$ cat config.mk
export PLATFORM = sky130hd
export DESIGN_NAME = descriptor_type_gate_check
export DESIGN_NICKNAME = d
export VERILOG_FILES = /design/src/rtl/descriptor_gate_pkg.sv /design/src/rtl/descriptor_type_gate_check.sv
export SDC_FILE = /design/constraint.sdc
export NUM_CORES = 1
export LEC_CHECK = 0
export ABC_AREA = 1
export BUFFER_PORTS_ARGS = -buffer_cell sky130_fd_sc_hd__buf_2
export CAP_MARGIN = 20
export CORE_MARGIN = 5
export CORE_UTILIZATION = 30
export DETAILED_ROUTE_END_ITERATION = 7
export PLACE_DENSITY = 0.63
export SYNTH_ARGS = -nofsm -noshare
export SYNTH_HDL_FRONTEND = slang
export SYNTH_SLANG_ARGS = --single-unit
$ cat constraint.sdc
create_clock -name ref_clk -period 2.3 [get_ports ref_clk]
set_input_delay 0.345 -clock ref_clk [delete_from_list [all_inputs] [get_ports ref_clk]]
set_output_delay 0.345 -clock ref_clk [all_outputs]
set_load 0.1 [all_outputs]
$ cat src/rtl/descriptor_gate_pkg.sv
// Constants, types and decode functions for the descriptor type and gate checker.
// Assumes descriptor words arrive as the low (+0) and high (+4) 32-bit words.
package descriptor_gate_pkg;

  // Field positions in the high descriptor word
  localparam int unsigned S_BIT = 12;
  localparam int unsigned TYPE_HI = 11;
  localparam int unsigned TYPE_LO = 8;
  localparam int unsigned PRES_BIT = 15;
  localparam int unsigned PRIV_HI = 14;
  localparam int unsigned PRIV_LO = 13;
  localparam int unsigned PARAM_HI = 4;
  localparam int unsigned PARAM_LO = 0;
  localparam int unsigned ZERO_HI = 7;
  localparam int unsigned ZERO_LO = 5;
  // Split offset and selector positions, then type bit positions
  localparam int unsigned WORD_HI_HI = 31;
  localparam int unsigned WORD_HI_LO = 16;
  localparam int unsigned WORD_LO_HI = 15;
  localparam int unsigned WORD_LO_LO = 0;
  localparam int unsigned TB_EXEC = 3;
  localparam int unsigned TB_B10 = 2;
  localparam int unsigned TB_B9 = 1;
  localparam int unsigned TB_ACC = 0;

  // System and gate type codes
  localparam logic [3:0] T_TASK_STATE16_AVAIL = 4'h1;
  localparam logic [3:0] T_LOCAL_TABLE = 4'h2;
  localparam logic [3:0] T_TASK_STATE16_BUSY = 4'h3;
  localparam logic [3:0] T_CALL16 = 4'h4;
  localparam logic [3:0] T_TASK = 4'h5;
  localparam logic [3:0] T_INT16 = 4'h6;
  localparam logic [3:0] T_TRAP16 = 4'h7;
  localparam logic [3:0] T_TASK_STATE32_AVAIL = 4'h9;
  localparam logic [3:0] T_TASK_STATE32_BUSY = 4'hb;
  localparam logic [3:0] T_CALL32 = 4'hc;
  localparam logic [3:0] T_INT32 = 4'he;
  localparam logic [3:0] T_TRAP32 = 4'hf;

  // Register map and reset values
  localparam int unsigned ADDR_W = 8;
  localparam logic [7:0] REG_CTRL = 8'h00;
  localparam logic [7:0] REG_STATUS = 8'h04;
  localparam logic [7:0] REG_LAST_OFFSET = 8'h08;
  localparam logic [7:0] REG_LAST_SELECTOR = 8'h0c;
  localparam int unsigned CTRL_STRICT_BIT = 0;
  localparam int unsigned CTRL_COPY_BIT = 1;
  localparam logic [1:0] CTRL_RESET = 2'h3;
  localparam logic [4:0] PARAM_RESET = 5'h00;

  typedef enum logic [3:0] {
    K_RESERVED, K_LOCAL_TABLE, K_TASK_STATE_AVAIL, K_TASK_STATE_BUSY, K_CALL_GATE, K_TASK_GATE,
    K_INT_GATE, K_TRAP_GATE, K_DATA, K_CODE
  } desc_kind_e;

  typedef enum logic [3:0] {
    F_NONE, F_NOT_GATE, F_GATE_ABSENT, F_GATE_ZERO_BITS, F_GATE_PRIV,
    F_DEST_NOT_CODE, F_DEST_ABSENT, F_DEST_PRIV, F_DIRECT_PRIV
  } fault_e;

  typedef struct packed {
    desc_kind_e kind;
    logic wide;
    logic b10;
    logic b9;
    logic accessed;
  } desc_class_s;

  typedef struct packed {
    logic [31:0] offset;
    logic [15:0] selector;
    logic present;
    logic [1:0] priv;
    logic [3:0] gtype;
    logic [4:0] params;
    logic zero_ok;
  } gate_fields_s;

  typedef struct packed {
    logic is_call;
    logic [1:0] current_privilege;
    logic [1:0] requested_privilege;
    logic [31:0] desc_lo;
    logic [31:0] desc_hi;
  } xfer_req_s;

  typedef struct packed {
    logic ok;
    fault_e fault;
    desc_kind_e kind;
    logic conforming;
    logic [31:0] offset;
    logic [15:0] selector;
    logic [4:0] params;
  } xfer_result_s;

  function automatic desc_class_s class_of(input logic [31:0] hi);
    desc_class_s c;
    logic [3:0] t;
    c = '0;
    t = hi[TYPE_HI:TYPE_LO];
    c.b10 = t[TB_B10];
    c.b9 = t[TB_B9];
    c.accessed = t[TB_ACC];
    c.wide = t[TB_EXEC];
    if (hi[S_BIT])
    begin
      c.kind = t[TB_EXEC] ? K_CODE : K_DATA;
    end
    else
    begin
      unique case (t)
        T_LOCAL_TABLE: c.kind = K_LOCAL_TABLE;
        T_TASK_STATE16_AVAIL, T_TASK_STATE32_AVAIL: c.kind = K_TASK_STATE_AVAIL;
        T_TASK_STATE16_BUSY, T_TASK_STATE32_BUSY: c.kind = K_TASK_STATE_BUSY;
        T_CALL16, T_CALL32: c.kind = K_CALL_GATE;
        T_TASK: c.kind = K_TASK_GATE;
        T_INT16, T_INT32: c.kind = K_INT_GATE;
        T_TRAP16, T_TRAP32: c.kind = K_TRAP_GATE;
        default: c.kind = K_RESERVED;
      endcase
    end
    return c;
  endfunction : class_of

  function automatic gate_fields_s unpack_gate(input logic [31:0] lo, input logic [31:0] hi);
    gate_fields_s g;
    g.offset = {hi[WORD_HI_HI:WORD_HI_LO], lo[WORD_LO_HI:WORD_LO_LO]};
    g.selector = lo[WORD_HI_HI:WORD_HI_LO];
    g.present = hi[PRES_BIT];
    g.priv = hi[PRIV_HI:PRIV_LO];
    g.gtype = hi[TYPE_HI:TYPE_LO];
    g.params = hi[PARAM_HI:PARAM_LO];
    g.zero_ok = (hi[ZERO_HI:ZERO_LO] == 3'h0) && !hi[S_BIT];
    return g;
  endfunction : unpack_gate

  // Numerically lower is more privileged, so "at least as privileged" is <=
  function automatic logic priv_le(input logic [1:0] a, input logic [1:0] b);
    return a <= b;
  endfunction : priv_le

endpackage : descriptor_gate_pkg

$ cat src/rtl/descriptor_type_gate_check.sv
// Descriptor type decoder and call-gate / conforming-code privilege checker.
// Assumes a same-clock requester, a descriptor fetch port answering with the
// destination high word, and a same-clock register master.
//
// Overview of operation
// S clear: decode system types; 0000, 1000, 1010, 1101 reserved
// S set, type bit 11 clear: data, expand-down, writable, accessed bits
// S set, type bit 11 set: code, conforming, readable, accessed bits
// Gate codes: 16-bit call/int/trap, task gate, 32-bit call/int/trap
// Target offset from both words; selector from low word bits 31:16
// Gate present bit 15, privilege bits 14:13, type bits 11:8
// Five-bit parameter count; copy that many parameters between stacks
// Call gate selector fetches the destination code segment descriptor
// Larger of current and requested privilege must not exceed gate privilege
// Jump needs destination privilege equal; call needs it less or equal
// Conforming code segment may be entered directly without a gate
// Privilege 00 is highest, 11 lowest, in every comparison
// Gate upper word bits 7:5 and 12 are expected zero
`timescale 1ns/10ps
module descriptor_type_gate_check
  import descriptor_gate_pkg::*;
(
  input logic ref_clk,
  input logic rst,
  input logic [ADDR_W-1:0] reg_addr,
  input logic [31:0] reg_wdata,
  input logic reg_wr,
  input logic reg_rd,
  output logic [31:0] reg_rdata,
  input logic xfer_valid,
  input xfer_req_s xfer_req,
  output logic xfer_ready,
  output logic dest_fetch,
  output logic [15:0] dest_selector,
  input logic dest_ack,
  input logic [31:0] dest_hi,
  output logic copy_strobe,
  output logic [4:0] copy_index,
  output logic result_valid,
  output xfer_result_s result
);

  typedef enum logic [3:0] {
    ST_IDLE = 4'b0001,
    ST_DECODE = 4'b0010,
    ST_FETCH = 4'b0100,
    ST_COPY = 4'b1000
  } state_e;

  state_e state_ff, nxt_state;
  xfer_req_s req_ff, nxt_req;
  gate_fields_s gate_ff, nxt_gate;
  xfer_result_s res_ff, nxt_res;
  logic ready_ff, nxt_ready;
  logic fetch_ff, nxt_fetch;
  logic [15:0] dsel_ff, nxt_dsel;
  logic copy_ff, nxt_copy;
  logic [4:0] idx_ff, nxt_idx;
  // Separate index register keeps the output straight from a flop
  logic [4:0] cidx_ff, nxt_cidx;
  logic res_valid_ff, nxt_res_valid;
  logic [1:0] ctrl_ff, nxt_ctrl;
  logic [31:0] rdata_ff, nxt_rdata;

  logic done;
  fault_e flt;
  desc_class_s cls;
  desc_class_s dcls;
  logic [1:0] eff_priv;
  logic [1:0] dest_priv;

  // Transfer sequencer
  always_comb
  begin
    nxt_state = state_ff;
    nxt_req = req_ff;
    nxt_gate = gate_ff;
    nxt_res = res_ff;
    nxt_ready = ready_ff;
    nxt_fetch = 1'b0;
    nxt_dsel = dsel_ff;
    nxt_copy = 1'b0;
    nxt_idx = idx_ff;
    nxt_cidx = cidx_ff;
    nxt_res_valid = 1'b0;
    done = 1'b0;
    flt = F_NONE;
    // type decode
    cls = class_of(req_ff.desc_hi);
    dcls = class_of(dest_hi);
    dest_priv = dest_hi[PRIV_HI:PRIV_LO];
    // max of current and requested
    eff_priv = (req_ff.current_privilege > req_ff.requested_privilege) ?
      req_ff.current_privilege : req_ff.requested_privilege;
    unique case (state_ff)
      ST_IDLE:
      begin
        if (xfer_valid)
        begin
          nxt_req = xfer_req;
          // gate unpack
          nxt_gate = unpack_gate(xfer_req.desc_lo, xfer_req.desc_hi);
          nxt_ready = 1'b0;
          nxt_idx = PARAM_RESET;
          nxt_state = ST_DECODE;
        end
      end
      ST_DECODE:
      begin
        nxt_res.kind = cls.kind;
        nxt_res.params = gate_ff.params;
        nxt_res.conforming = 1'b0;
        if (cls.kind == K_CALL_GATE)
        begin
          nxt_res.offset = gate_ff.offset;
          nxt_res.selector = gate_ff.selector;
          if (!gate_ff.present)
          begin
            flt = F_GATE_ABSENT;
            done = 1'b1;
          end
          // zero bits check
          else if (ctrl_ff[CTRL_STRICT_BIT] && !gate_ff.zero_ok)
          begin
            flt = F_GATE_ZERO_BITS;
            done = 1'b1;
          end
          // gate privilege
          else if (!priv_le(eff_priv, gate_ff.priv))
          begin
            flt = F_GATE_PRIV;
            done = 1'b1;
          end
          else
          begin
            // fetch destination
            nxt_fetch = 1'b1;
            nxt_dsel = gate_ff.selector;
            nxt_state = ST_FETCH;
          end
        end
        else if (cls.kind == K_CODE)
        begin
          nxt_res.offset = 32'h0000_0000;
          nxt_res.selector = 16'h0000;
          nxt_res.conforming = cls.b10;
          // conforming direct entry
          if (cls.b10)
          begin
            flt = priv_le(req_ff.desc_hi[PRIV_HI:PRIV_LO], req_ff.current_privilege) ? F_NONE : F_DIRECT_PRIV;
          end
          else
          begin
            flt = (req_ff.desc_hi[PRIV_HI:PRIV_LO] == req_ff.current_privilege) ? F_NONE : F_DIRECT_PRIV;
          end
          if (flt == F_NONE && !req_ff.desc_hi[PRES_BIT])
          begin
            flt = F_DEST_ABSENT;
          end
          done = 1'b1;
        end
        else
        begin
          flt = F_NOT_GATE;
          done = 1'b1;
        end
      end
      ST_FETCH:
      begin
        if (dest_ack)
        begin
          nxt_res.conforming = dcls.b10;
          if (dcls.kind != K_CODE)
          begin
            flt = F_DEST_NOT_CODE;
          end
          else if (!dest_hi[PRES_BIT])
          begin
            flt = F_DEST_ABSENT;
          end
          // destination privilege
          else if (req_ff.is_call ? !priv_le(dest_priv, req_ff.current_privilege)
                                  : (dest_priv != req_ff.current_privilege))
          begin
            flt = F_DEST_PRIV;
          end
          // parameter copy on calls
          if (flt == F_NONE && req_ff.is_call && ctrl_ff[CTRL_COPY_BIT] && gate_ff.params != PARAM_RESET)
          begin
            nxt_state = ST_COPY;
          end
          else
          begin
            done = 1'b1;
          end
        end
      end
      ST_COPY:
      begin
        // one strobe per parameter
        nxt_copy = 1'b1;
        nxt_cidx = idx_ff;
        nxt_idx = idx_ff + 5'h01;
        if (nxt_idx == gate_ff.params)
        begin
          done = 1'b1;
        end
      end
    endcase
    if (done)
    begin
      nxt_res.ok = (flt == F_NONE);
      nxt_res.fault = flt;
      nxt_res_valid = 1'b1;
      nxt_ready = 1'b1;
      nxt_state = ST_IDLE;
    end
  end

  always_ff @(posedge ref_clk)
  begin
    if (rst)
    begin
      state_ff <= ST_IDLE;
      req_ff <= '0;
      gate_ff <= '0;
      res_ff <= '0;
      ready_ff <= 1'b1;
      fetch_ff <= 1'b0;
      dsel_ff <= 16'h0000;
      copy_ff <= 1'b0;
      idx_ff <= PARAM_RESET;
      cidx_ff <= PARAM_RESET;
      res_valid_ff <= 1'b0;
    end
    else
    begin
      state_ff <= nxt_state;
      req_ff <= nxt_req;
      gate_ff <= nxt_gate;
      res_ff <= nxt_res;
      ready_ff <= nxt_ready;
      fetch_ff <= nxt_fetch;
      dsel_ff <= nxt_dsel;
      copy_ff <= nxt_copy;
      idx_ff <= nxt_idx;
      cidx_ff <= nxt_cidx;
      res_valid_ff <= nxt_res_valid;
    end
  end

  // Register port; read data only in the cycle after the strobe
  always_comb
  begin
    nxt_ctrl = ctrl_ff;
    nxt_rdata = 32'h0000_0000;
    if (reg_wr && reg_addr == REG_CTRL)
    begin
      nxt_ctrl = reg_wdata[1:0];
    end
    if (reg_rd)
    begin
      unique case (reg_addr)
        REG_CTRL: nxt_rdata = {30'h0, ctrl_ff};
        REG_STATUS: nxt_rdata = {17'h0, res_ff.params, !ready_ff, res_ff.ok, res_ff.fault, res_ff.kind};
        REG_LAST_OFFSET: nxt_rdata = res_ff.offset;
        REG_LAST_SELECTOR: nxt_rdata = {15'h0, res_ff.conforming, res_ff.selector};
        default: nxt_rdata = 32'h0000_0000;
      endcase
    end
  end

  always_ff @(posedge ref_clk)
  begin
    if (rst)
    begin
      ctrl_ff <= CTRL_RESET;
      rdata_ff <= 32'h0000_0000;
    end
    else
    begin
      ctrl_ff <= nxt_ctrl;
      rdata_ff <= nxt_rdata;
    end
  end

  assign reg_rdata = rdata_ff;
  assign xfer_ready = ready_ff;
  assign dest_fetch = fetch_ff;
  assign dest_selector = dsel_ff;
  assign copy_strobe = copy_ff;
  assign copy_index = cidx_ff;
  assign result_valid = res_valid_ff;
  assign result = res_ff;

endmodule : descriptor_type_gate_check

=== Word level (Yosys, flattened, before mapping) ===
Memory sizes are Yosys's and may differ from the RTL's. A register that Yosys moved wholly into a read port is not among the register bits.
Cells that the tools add are included.

* Register bits after elaboration: 209
* Memory bits (read-only): 96
* Input port bits: 147
* Output and inout port bits: 120
* Logic and storage cells: 144
* Memories: 2

* Add/sub/neg operators: 1
* $lt $le $gt $ge: 4
* Equal/unequal tests: 20
* Multiplexer cells: 54
* Bitwise gates (word level): 5
* Reduce and logical (&&, ||, !) cells: 31

{| class="wikitable"
|+ Memories
! memory !! words !! bits a word !! rd ports !! clocked after memory_dff !! write ports !! RTL line !! source
|-
| (no name shown) || 16 || 3 || 1 || 1 || 0 || descriptor_gate_pkg.sv:112 || <nowiki>unique case (t)</nowiki>
|-
| (no name shown) || 16 || 3 || 1 || 0 || 0 || descriptor_gate_pkg.sv:112 ||
|}

{| class="wikitable"
|+ Operators by type and width
! operator !! number
|-
| case mux 32 bit (4 select lines) || 1
|-
| 2-to-1 mux 4 bit || 23
|-
| 2-to-1 mux 49 bit || 1
|-
| 2-to-1 mux 48 bit || 1
|-
| 2-to-1 mux 3 bit || 6
|-
| equality test 8 x 4 -> 1 bit (second input constant) || 2
|-
| 2-to-1 mux 1 bit || 15
|-
| inequality test 2 bit (second input constant) || 7
|-
| zero test 4 bit || 3
|-
| case mux 4 bit (3 select lines) || 1
|-
| case mux 5 bit (2 select lines) || 1
|-
| equality test 4 x 3 -> 1 bit (second input constant) || 2
|-
| equality test 4 bit (second input constant) || 2
|-
| equality test 8 x 3 -> 1 bit (second input constant) || 1
|-
| zero test 8 bit || 1
|-
| case mux 4 bit (2 select lines) || 1
|-
| AND reduction 2 bit || 4
|-
| AND reduction 8 bit || 1
|-
| logical AND 1 bit || 7
|-
| less-or-equal comparator 2 bit || 3
|-
| nonzero test 2 bit || 3
|-
| adder 5 x 1 -> 5 bit (second input constant) || 1
|-
| equality test 5 bit || 1
|-
| zero test 1 bit || 5
|-
| 17 further kinds || 22
|}

=== Longest topological paths before layout ===
Gate-level depths: netlist of run 1.

* Word-level depth: 16
* Gate-level depth with buffers: 16
* Gate-level depth less buffers: 16

=== Least setup slack after synthesis of run 1 ===
OpenSTA, ideal clock, no wires.

* Path kind: register to register
* Start: register req_ff[67] in the netlist's numbering
* End: register res_ff (netlist bit result[61])
* Library setup time: 0.061 ns
* Arrival time: 1.960 ns
* Required time: 2.239 ns
* Setup slack: 0.279 ns
* Stages on the path, launching flop included: 16
* Path buffers: 0
* Clock period less this slack: 2.021 ns
* Cell sequence: dfxtp_1 > inv_1 > ha_1 > nor2_1 > o22ai_1 > nand2_1 > o21ai_0 > ha_1 > nand2_1 > nand2_1 > nand2_2 > nand2_1 > nand3_1 > nor2_2 > nand2_1 > nand2_1

* Longest elaborated chain between the ends: 15
* Elaborated cells between the ends (all ways): 37
* Classes of those cells: order compare: 4; eq/ne: 2; mux: 24; reduce/logical: 7

{| class="wikitable"
|+ Ends and longest elaborated chain
! what !! RTL line !! source
|-
| from (decl) || descriptor_type_gate_check.sv:51 || <nowiki>xfer_req_s req_ff, nxt_req;</nowiki>
|-
| from (signal assigned) || descriptor_type_gate_check.sv:239 || <nowiki>req_ff <= nxt_req;</nowiki>
|-
| less-or-equal comparator 2 bit || descriptor_gate_pkg.sv:140 || <nowiki>return a <= b;</nowiki>
|-
| zero test 1 bit || descriptor_type_gate_check.sv:182 || <nowiki>else if (req_ff.is_call ? !priv_le(dest_priv, req_ff.current_privilege)</nowiki>
|-
| 2-to-1 mux 1 bit || descriptor_type_gate_check.sv:182 ||
|-
| 2-to-1 mux 3 bit || descriptor_type_gate_check.sv:182 ||
|-
| 2-to-1 mux 3 bit || descriptor_type_gate_check.sv:177 || <nowiki>else if (!dest_hi[PRES_BIT])</nowiki>
|-
| 2-to-1 mux 3 bit || descriptor_type_gate_check.sv:173 || <nowiki>if (dcls.kind != K_CODE)</nowiki>
|-
| 2-to-1 mux 4 bit || descriptor_type_gate_check.sv:170 || <nowiki>if (dest_ack)</nowiki>
|-
| 2-to-1 mux 4 bit || descriptor_type_gate_check.sv:95 || <nowiki>unique case (state_ff)</nowiki>
|-
| zero test 4 bit || descriptor_type_gate_check.sv:188 || <nowiki>if (flt == F_NONE && req_ff.is_call && ctrl_ff[CTRL_COPY_BIT] && gate_ff.params != PARAM_RESET)</nowiki>
|-
| logical AND 1 bit (3 in series) || descriptor_type_gate_check.sv:188 ||
|-
| 2-to-1 mux 1 bit || descriptor_type_gate_check.sv:188 ||
|-
| 2-to-1 mux 1 bit || descriptor_type_gate_check.sv:170 ||
|-
| case mux 1 bit (3 select lines) || descriptor_type_gate_check.sv:95 ||
|-
| to (signal assigned) || descriptor_type_gate_check.sv:241 || <nowiki>res_ff <= nxt_res;</nowiki>
|-
| to (decl) || descriptor_type_gate_check.sv:53 || <nowiki>xfer_result_s res_ff, nxt_res;</nowiki>
|}

Several ways; a longest one is shown, not always the timed one. The select of a mux whose other input is x is not followed.
A chain may end at the register's enable or synchronous reset.

=== Worst setup path after layout of run 1 ===
* Start: register req_ff[67] in the netlist's numbering
* End: register dsel_ff[11], in the netlist dest_selector[11]

* Longest elaborated chain between the ends: 4

{| class="wikitable"
|+ Ends and longest elaborated chain
! what !! RTL line !! source
|-
| greater-than comparator 2 bit || descriptor_type_gate_check.sv:93 || <nowiki>eff_priv = (req_ff.current_privilege > req_ff.requested_privilege) ?</nowiki>
|-
| 2-to-1 mux 2 bit (*) || descriptor_type_gate_check.sv:93 ||
|-
| less-or-equal comparator 2 bit (*) || descriptor_gate_pkg.sv:140 ||
|-
| AND reduction 5 bit (no line) (*) || -- ||
|-
| to (signal assigned) || descriptor_type_gate_check.sv:244 || <nowiki>dsel_ff <= nxt_dsel;</nowiki>
|-
| to (decl) || descriptor_type_gate_check.sv:56 || <nowiki>logic [15:0] dsel_ff, nxt_dsel;</nowiki>
|}

Every way passes the cells marked *; elsewhere a longest branch is shown, timed or not.

==> flow_metrics.env, run 1 <==
export IMPL_status="finished clean"
export IMPL_max_freq_mhz=459
export IMPL_gr_total_overflow=0
export IMPL_reg2regPathDepth=15
export IMPL_synth_largest_area_cell="dfxtp_1"
export IMPL_pin_count=267
export IMPL_ys_ff_latch=201
export IMPL_synth_distinct_cells=39
export IMPL_die_y_um=171
export IMPL_die_width_um=171
export IMPL_crit_arrival_ns=2.58
export IMPL_synth_compound_area_share_pct=15.9
export IMPL_hpwl_um=18100
export IMPL_critical_path_max_stage_delay_ns=0.32
export IMPL_critPathCapture="dest_selector[11]"
export IMPL_grt_max_degree=71
export IMPL_place_ws_ns=0.0826
export IMPL_numPortBuffers=210
export IMPL_yosys_top_cells_area="dfxtp_1 52%, nand2_1 15%, a21oi_1 8.7%"
export IMPL_start_util_pct=30.2
export IMPL_routed_wl_um=25200
export IMPL_synth_most_common_cell="nand2_1"
export IMPL_period_needed_ns=2.18
export IMPL_yosysTopAreaCellShare_pct=51.5
export IMPL_syn_mean_instance_area_um2=7.68
export IMPL_viasPerCell=4.63
export IMPL_synth_edf_count=0
export IMPL_crit_type="reg -> reg"
export IMPL_antenna_found_initial=0
export IMPL_yosysWarnings=0
export IMPL_start_kind="flip-flop"
export IMPL_crit_start="req_ff[67]"
export IMPL_synthesis_nets=1174
export IMPL_synth_xor_area_share_pct=0.224
export IMPL_synth_mux_area_share_pct=0
export IMPL_drt_iter0_drc=438
export IMPL_reg2reg_slack_ns=0.12
export IMPL_cts_tree="done"
export IMPL_drv_cap=0
export IMPL_synth_top_family_by_area="simple AND/OR/NAND/NOR gates"
export IMPL_slew_violations=0
export IMPL_rr_startpoint="req_ff[67]"
export IMPL_tightest_slew_ns=0.851
export IMPL_min_from="reg_wdata[0]"
export IMPL_synth_main_ff_cell="dfxtp_1"
export IMPL_clock_path_buffers=3
export IMPL_core_um2=25800
export IMPL_crit_chain="inv_1 > ha_4 > nor2_4 > o22ai_2 > nand2_1 > o21ai_1 > ha_1 > nand2_2 > nand2_2 > nand2_4 > nor2_4 > buf_4 > buf_12 > nor2_1 > a211oi_1"
export IMPL_synth_cells=1017
export IMPL_fin_crit_sh_pct=94.8
export IMPL_first_pass_iters=5
export IMPL_holdCritPathClass="in -> reg"
export IMPL_postLayoutCellArea_um2=10200
export IMPL_place_congestion=0.820
export IMPL_postSynth_asyncResetShare_pct=0
export IMPL_ctsHoldBuffers=0
export IMPL_grt_pass1_wl_um=37000
export IMPL_num_vias=7307
export IMPL_slew_limit_headroom_pct=43.3
export IMPL_worst_slack_ns=0.119
export IMPL_areaGrowthSynthToFinish_pct=31.1
export IMPL_drtAntennaViolNets=0
export IMPL_synth_area_um2=7810
export IMPL_post_route_drc_count=0
export IMPL_required_ns=2.70
export IMPL_p_leak_nw=4.62
export IMPL_grt_usage_pct=15.9
export IMPL_synth_seq_area_share_pct=51.5
export IMPL_place_area_um2=9280
export IMPL_holdPathStages=3
export IMPL_hold_violations=0
export IMPL_wl_per_cell_um=16.0
export IMPL_yosys_area_share_simple_pct=23.4
export IMPL_nFillCells=2696
export IMPL_worstSkewPairLatency_ns=0.50
export IMPL_htree_levels=1
export IMPL_worst_clock_skew_ns=0.00927
export IMPL_hold_ws_ns=0.0535
export IMPL_num_rows=59
export IMPL_dieArea_um2=29400
export IMPL_clockRootBuffer="clkbuf_16"
export IMPL_reg2reg_to="dest_selector[11]"
export IMPL_clock_sinks=201
export IMPL_power_density_nw_per_um2=839
export IMPL_critical_path_slowest_cell="dfxtp_2"
export IMPL_synthAdderAreaFrac_pct=1.60
export IMPL_clk_pin_slew_worst_paths_ns=0.06
export IMPL_yosys_top_cells_count="322 x nand2_1, 201 x dfxtp_1, 136 x a21oi_1"
export IMPL_final_setup_viol_count=0
export IMPL_drive_above_1_share_pct=25.7
export IMPL_cts_made_buffers=23
export IMPL_peakVddDrop_uv=474
export IMPL_nets=1383
export IMPL_cp_max_fo=8
export IMPL_cp_end_kind="flip-flop"
export IMPL_grt_pass1_vias=6892
[flip-flops by register name, indices dropped and copies added (netlist names), 2 cells and up, named ones only]
signal	count
cls	4
idx_ff	5
reg_rdata	32
req_ff	14
copy_index	5
gate_ff	49
state_ff	4
ctrl_ff	2
dest_selector	16
result	63
[per-layer routing]
layer  routed length (um)  global-route usage, %
met4                  818                   5.44
met3                 1760                   4.02
met5                    0                      0
met1                10900                   20.3
met2                11700                   26.5
[worst min-delay path by stage]
| stage | end | slack [ns] |
|---|---|---|
| 3_3_place_gp | gate_ff[0] | 0.44 |
| 5_1_grt | ctrl_ff[0] | 0.04 |
| 4_1_cts | ctrl_ff[0] | 0.03 |
| 6_report | ctrl_ff[0] | 0.05 |
| 2_1_floorplan | gate_ff[0] | 0.43 |
| 3_5_place_dp | gate_ff[0] | 0.44 |
[cell type report]
class / instances / area (um^2) / share of cell area [%]
inverter: 84 / 315 / 3.08
multi-input combinational: 678 / 3310 / 32.4
timing repair buffer: 238 / 1360 / 13.2
clock inverter: 6 / 130 / 1.27
clock buffer: 34 / 677 / 6.61
tap: 335 / 419 / 4.09
antenna: 2 / 5.00 / 0.0489
sequential: 201 / 4030 / 39.3
[power breakdown]
group | switching (mW) | total (mW) | internal, mW
registers | 0.0918 | 3.74 | 3.64
logic | 0.666 | 0.970 | 0.305
clock network | 1.42 | 3.89 | 2.47
[metrics by stage]
step           power, mW  cells  setup TNS, ns  utilization (%)
5_1_grt             8.99   1576        -0.0141             39.6
2_1_floorplan       4.43   1017              0                -
6_report            8.59   1578              0             39.6
3_3_place_gp        4.72   1531              0             35.9
4_1_cts             8.66   1571              0             39.0
3_5_place_dp        4.74   1531              0             35.9
[kinds of logic (layout without fill, tap and decap cells)]
logic type      after synthesis  count (layout)
simple gates                445             445
compound gates              221             221
xor+xnor                      2               2
fa+ha+maj                    10              10
buf+inv                     138             362
flops                       201             201
other cells                   0               2
[cell usage in the layout, fill, tap and decap left out, types with 2 or more instances in the layout]
cell	instances
nor4_4	2
clkinv_2	2
nand4_1	6
o21ai_1	2
nand2_2	5
dfxtp_1	199
buf_4	21
diode_2	2
nor3_1	4
nand2_1	319
nand3_1	32
dfxtp_2	2
o211ai_1	2
buf_12	4
nor2_4	4
clkinv_1	2
nor2_2	4
nand3_2	2
clkbuf_1	5
nor4_1	2
ha_1	9
bufinv_16	4
clkbuf_8	6
buf_2	209
a21oi_1	136
inv_2	6
nor2_1	57
clkbuf_16	25
o21ai_0	51
a211oi_2	12
a211oi_1	5
a22oi_1	6
buf_6	2
inv_1	76
or2_0	2
[critical path, delay by kind of cell (launching register included)]
| family | cells | cell delay (ns) |
|---|---|---|
| compound gates | 3 | 0.32 |
| fa+ha+maj | 2 | 0.51 |
| simple gates | 7 | 0.56 |
| flops | 1 | 0.32 |
| buf+inv | 3 | 0.36 |
[what timing repair did]
item,4_1_cts,5_1_grt
setup endpoints to repair,0,27
resized for setup,0,22
buffers inserted,0,2
Note: power is estimated with default switching activity, not from simulation.
==> run 2, diff against run 1 <==
Settings changed: ABC_CLOCK_PERIOD_IN_PS set to 2300, REMOVE_ABC_BUFFERS set to 1.
==> run 2 against run 1 <==
  * Die area unchanged
  * Clock power shrank 5%
  * Combinational power is 2.1% lower
  * First-iteration DRC count down 1.8%
  * Design area decreased by 0.97%
  * Via count down 0.74%
==> flow_metrics.env, run 2 (synthesized netlist as in run 1, its figures left out) <==
export IMPL_grt_pass1_wl_um=37000
export IMPL_cp_end_kind="flip-flop"
export IMPL_seq_power_share_pct=44.6
export IMPL_wl_per_cell_um=15.8
export IMPL_antenna_found_initial=2
export IMPL_clockPowerShare_pct=44.1
export IMPL_period_needed_ns=2.23
export IMPL_power_switching_mw=2.19
export IMPL_die_y_um=171
export IMPL_die_width_um=171
export IMPL_clk_pin_slew_worst_paths_ns=0.06
export IMPL_intPower_mw=6.19
export IMPL_drt_iter0_drc=430
export IMPL_place_ws_ns=0.0487
export IMPL_critical_path_max_stage_delay_ns=0.36
export IMPL_drtAntennaViolNets=0
export IMPL_num_rows=59
export IMPL_holdCritPathClass="in -> reg"
export IMPL_clock_sinks=201
export IMPL_htree_levels=1
export IMPL_clock_path_buffers=3
export IMPL_drv_cap=0
export IMPL_numPortBuffers=210
export IMPL_largest_reg_flops=63
export IMPL_pin_count=267
export IMPL_num_vias=7253
export IMPL_final_common_cell="nand2_1"
export IMPL_p_leak_nw=4.56
export IMPL_crit_chain="inv_1 > ha_1 > inv_1 > o22ai_2 > nand2_1 > o21ai_1 > ha_1 > nand2_1 > nand2_2 > nand2_2 > nor2_4 > buf_12 > clkbuf_16 > a211oi_1"
export IMPL_drive_above_1_share_pct=24.5
export IMPL_fin_crit_sh_pct=96.8
export IMPL_crit_type="reg -> reg"
export IMPL_nets=1375
export IMPL_status="finished clean"
export IMPL_crit_arrival_ns=2.65
export IMPL_start_util_pct=30.2
export IMPL_setup_tns_ns=0
export IMPL_viasPerCell=4.61
export IMPL_cts_tree="done"
export IMPL_cts_made_buffers=23
export IMPL_p_comb_share_pct=11.3
export IMPL_slew_limit_headroom_pct=41.5
export IMPL_switching_share_pct=26.1
export IMPL_worstSkewPairLatency_ns=0.51
export IMPL_tightest_slew_ns=0.876
export IMPL_place_congestion=0.812
export IMPL_dieArea_um2=29400
export IMPL_start_kind="flip-flop"
export IMPL_worst_slack_ns=0.0726
export IMPL_grt_max_degree=107
export IMPL_first_pass_iters=5
export IMPL_grt_usage_pct=15.8
export IMPL_ctsHoldBuffers=0
export IMPL_routed_wl_um=24800
export IMPL_mostFrequentLayoutCells="321 x nand2_1, 209 x buf_2, 199 x dfxtp_1"
export IMPL_cp_max_fo=6
export IMPL_max_freq_mhz=449
export IMPL_peakVddDrop_uv=516
export IMPL_grt_pass1_vias=6842
export IMPL_post_route_drc_count=0
export IMPL_final_setup_viol_count=0
export IMPL_areaGrowthSynthToFinish_pct=29.9
export IMPL_worst_clock_skew_ns=0.0190
export IMPL_power_density_nw_per_um2=826
export IMPL_hpwl_um=16900
export IMPL_hold_violations=0
export IMPL_gr_total_overflow=0
export IMPL_required_ns=2.73
export IMPL_core_um2=25800
export IMPL_critical_path_slowest_cell="dfxtp_2"
export IMPL_slew_violations=0
export IMPL_clockRootBuffer="clkbuf_16"
[run 2: routing by layer]
layer / routed length (um) / global-route usage (%) / part of all wire [%]
met1: 11100 / 21.3 / 45
met2: 11400 / 25.8 / 46
met3: 1670 / 2.94 / 6.7
met4: 619 / 4.68 / 2.5
met5: 11 / 0 / 0.044
[run 2: cell type report]
cell class,count,area [um^2]
Timing Repair Buffer,230,1330
Inverter,84,315
Sequential cell,201,4030
Clock buffer,33,633
Tap cell,335,419
Multi-Input combinational cell,678,3290
Antenna cell,2,5.00
Fill cell,2691,15700
Clock inverter,9,124
[run 2: path summary, 6_finish.rpt]
path	startpoint	to	slack, ns	depth (start not counted)
hold / removal	reg_wdata[0]	ctrl_ff[0]	0.06	3
setup reg to reg	req_ff[66]	dest_selector[2]	0.07	14
hold reg to reg	gate_ff[22]	result[14]	0.45	2
setup / recovery	req_ff[66]	dest_selector[2]	0.07	14
[run 2: power by group through the flow]
stage	sequential [mW]	clock [mW]	combinational (mW)
floorplan	3.91	0	0.471
global placement	3.81	0	0.916
detailed placement	3.81	0	0.928
CTS	3.73	3.80	0.934
global route	3.75	3.96	1.06
finish	3.73	3.69	0.950
[run 2: stage by stage]
step	power (mW)	utilization (%)	cells	cell area (um^2)	hold slack (ns)
after global placement	4.72	35.8	1524	9260	0.446
after global routing	8.77	39.3	1571	10100	0.0541
final	8.38	39.3	1572	10100	0.0644
after floorplan	4.38	-	963	7540	0.414
after CTS	8.47	38.8	1566	10000	0.0415
after detailed placement	4.74	35.8	1524	9260	0.449
[run 2: worst max-delay path, delay by kind of cell, from the launching register on]
kind / cells / cell delay (ns)
flip-flops: 1 / 0.36
AO/OA/AOI/OAI: 3 / 0.43
adder cells (fa/ha/maj): 2 / 0.52
AND/OR/NAND/NOR: 5 / 0.42
buffers and inverters: 4 / 0.42
[run 2: timing repair]
item,4_1_cts,5_1_grt
buffers inserted,0,2
gates resized for setup,0,13
endpoints found under the setup margin,0,26
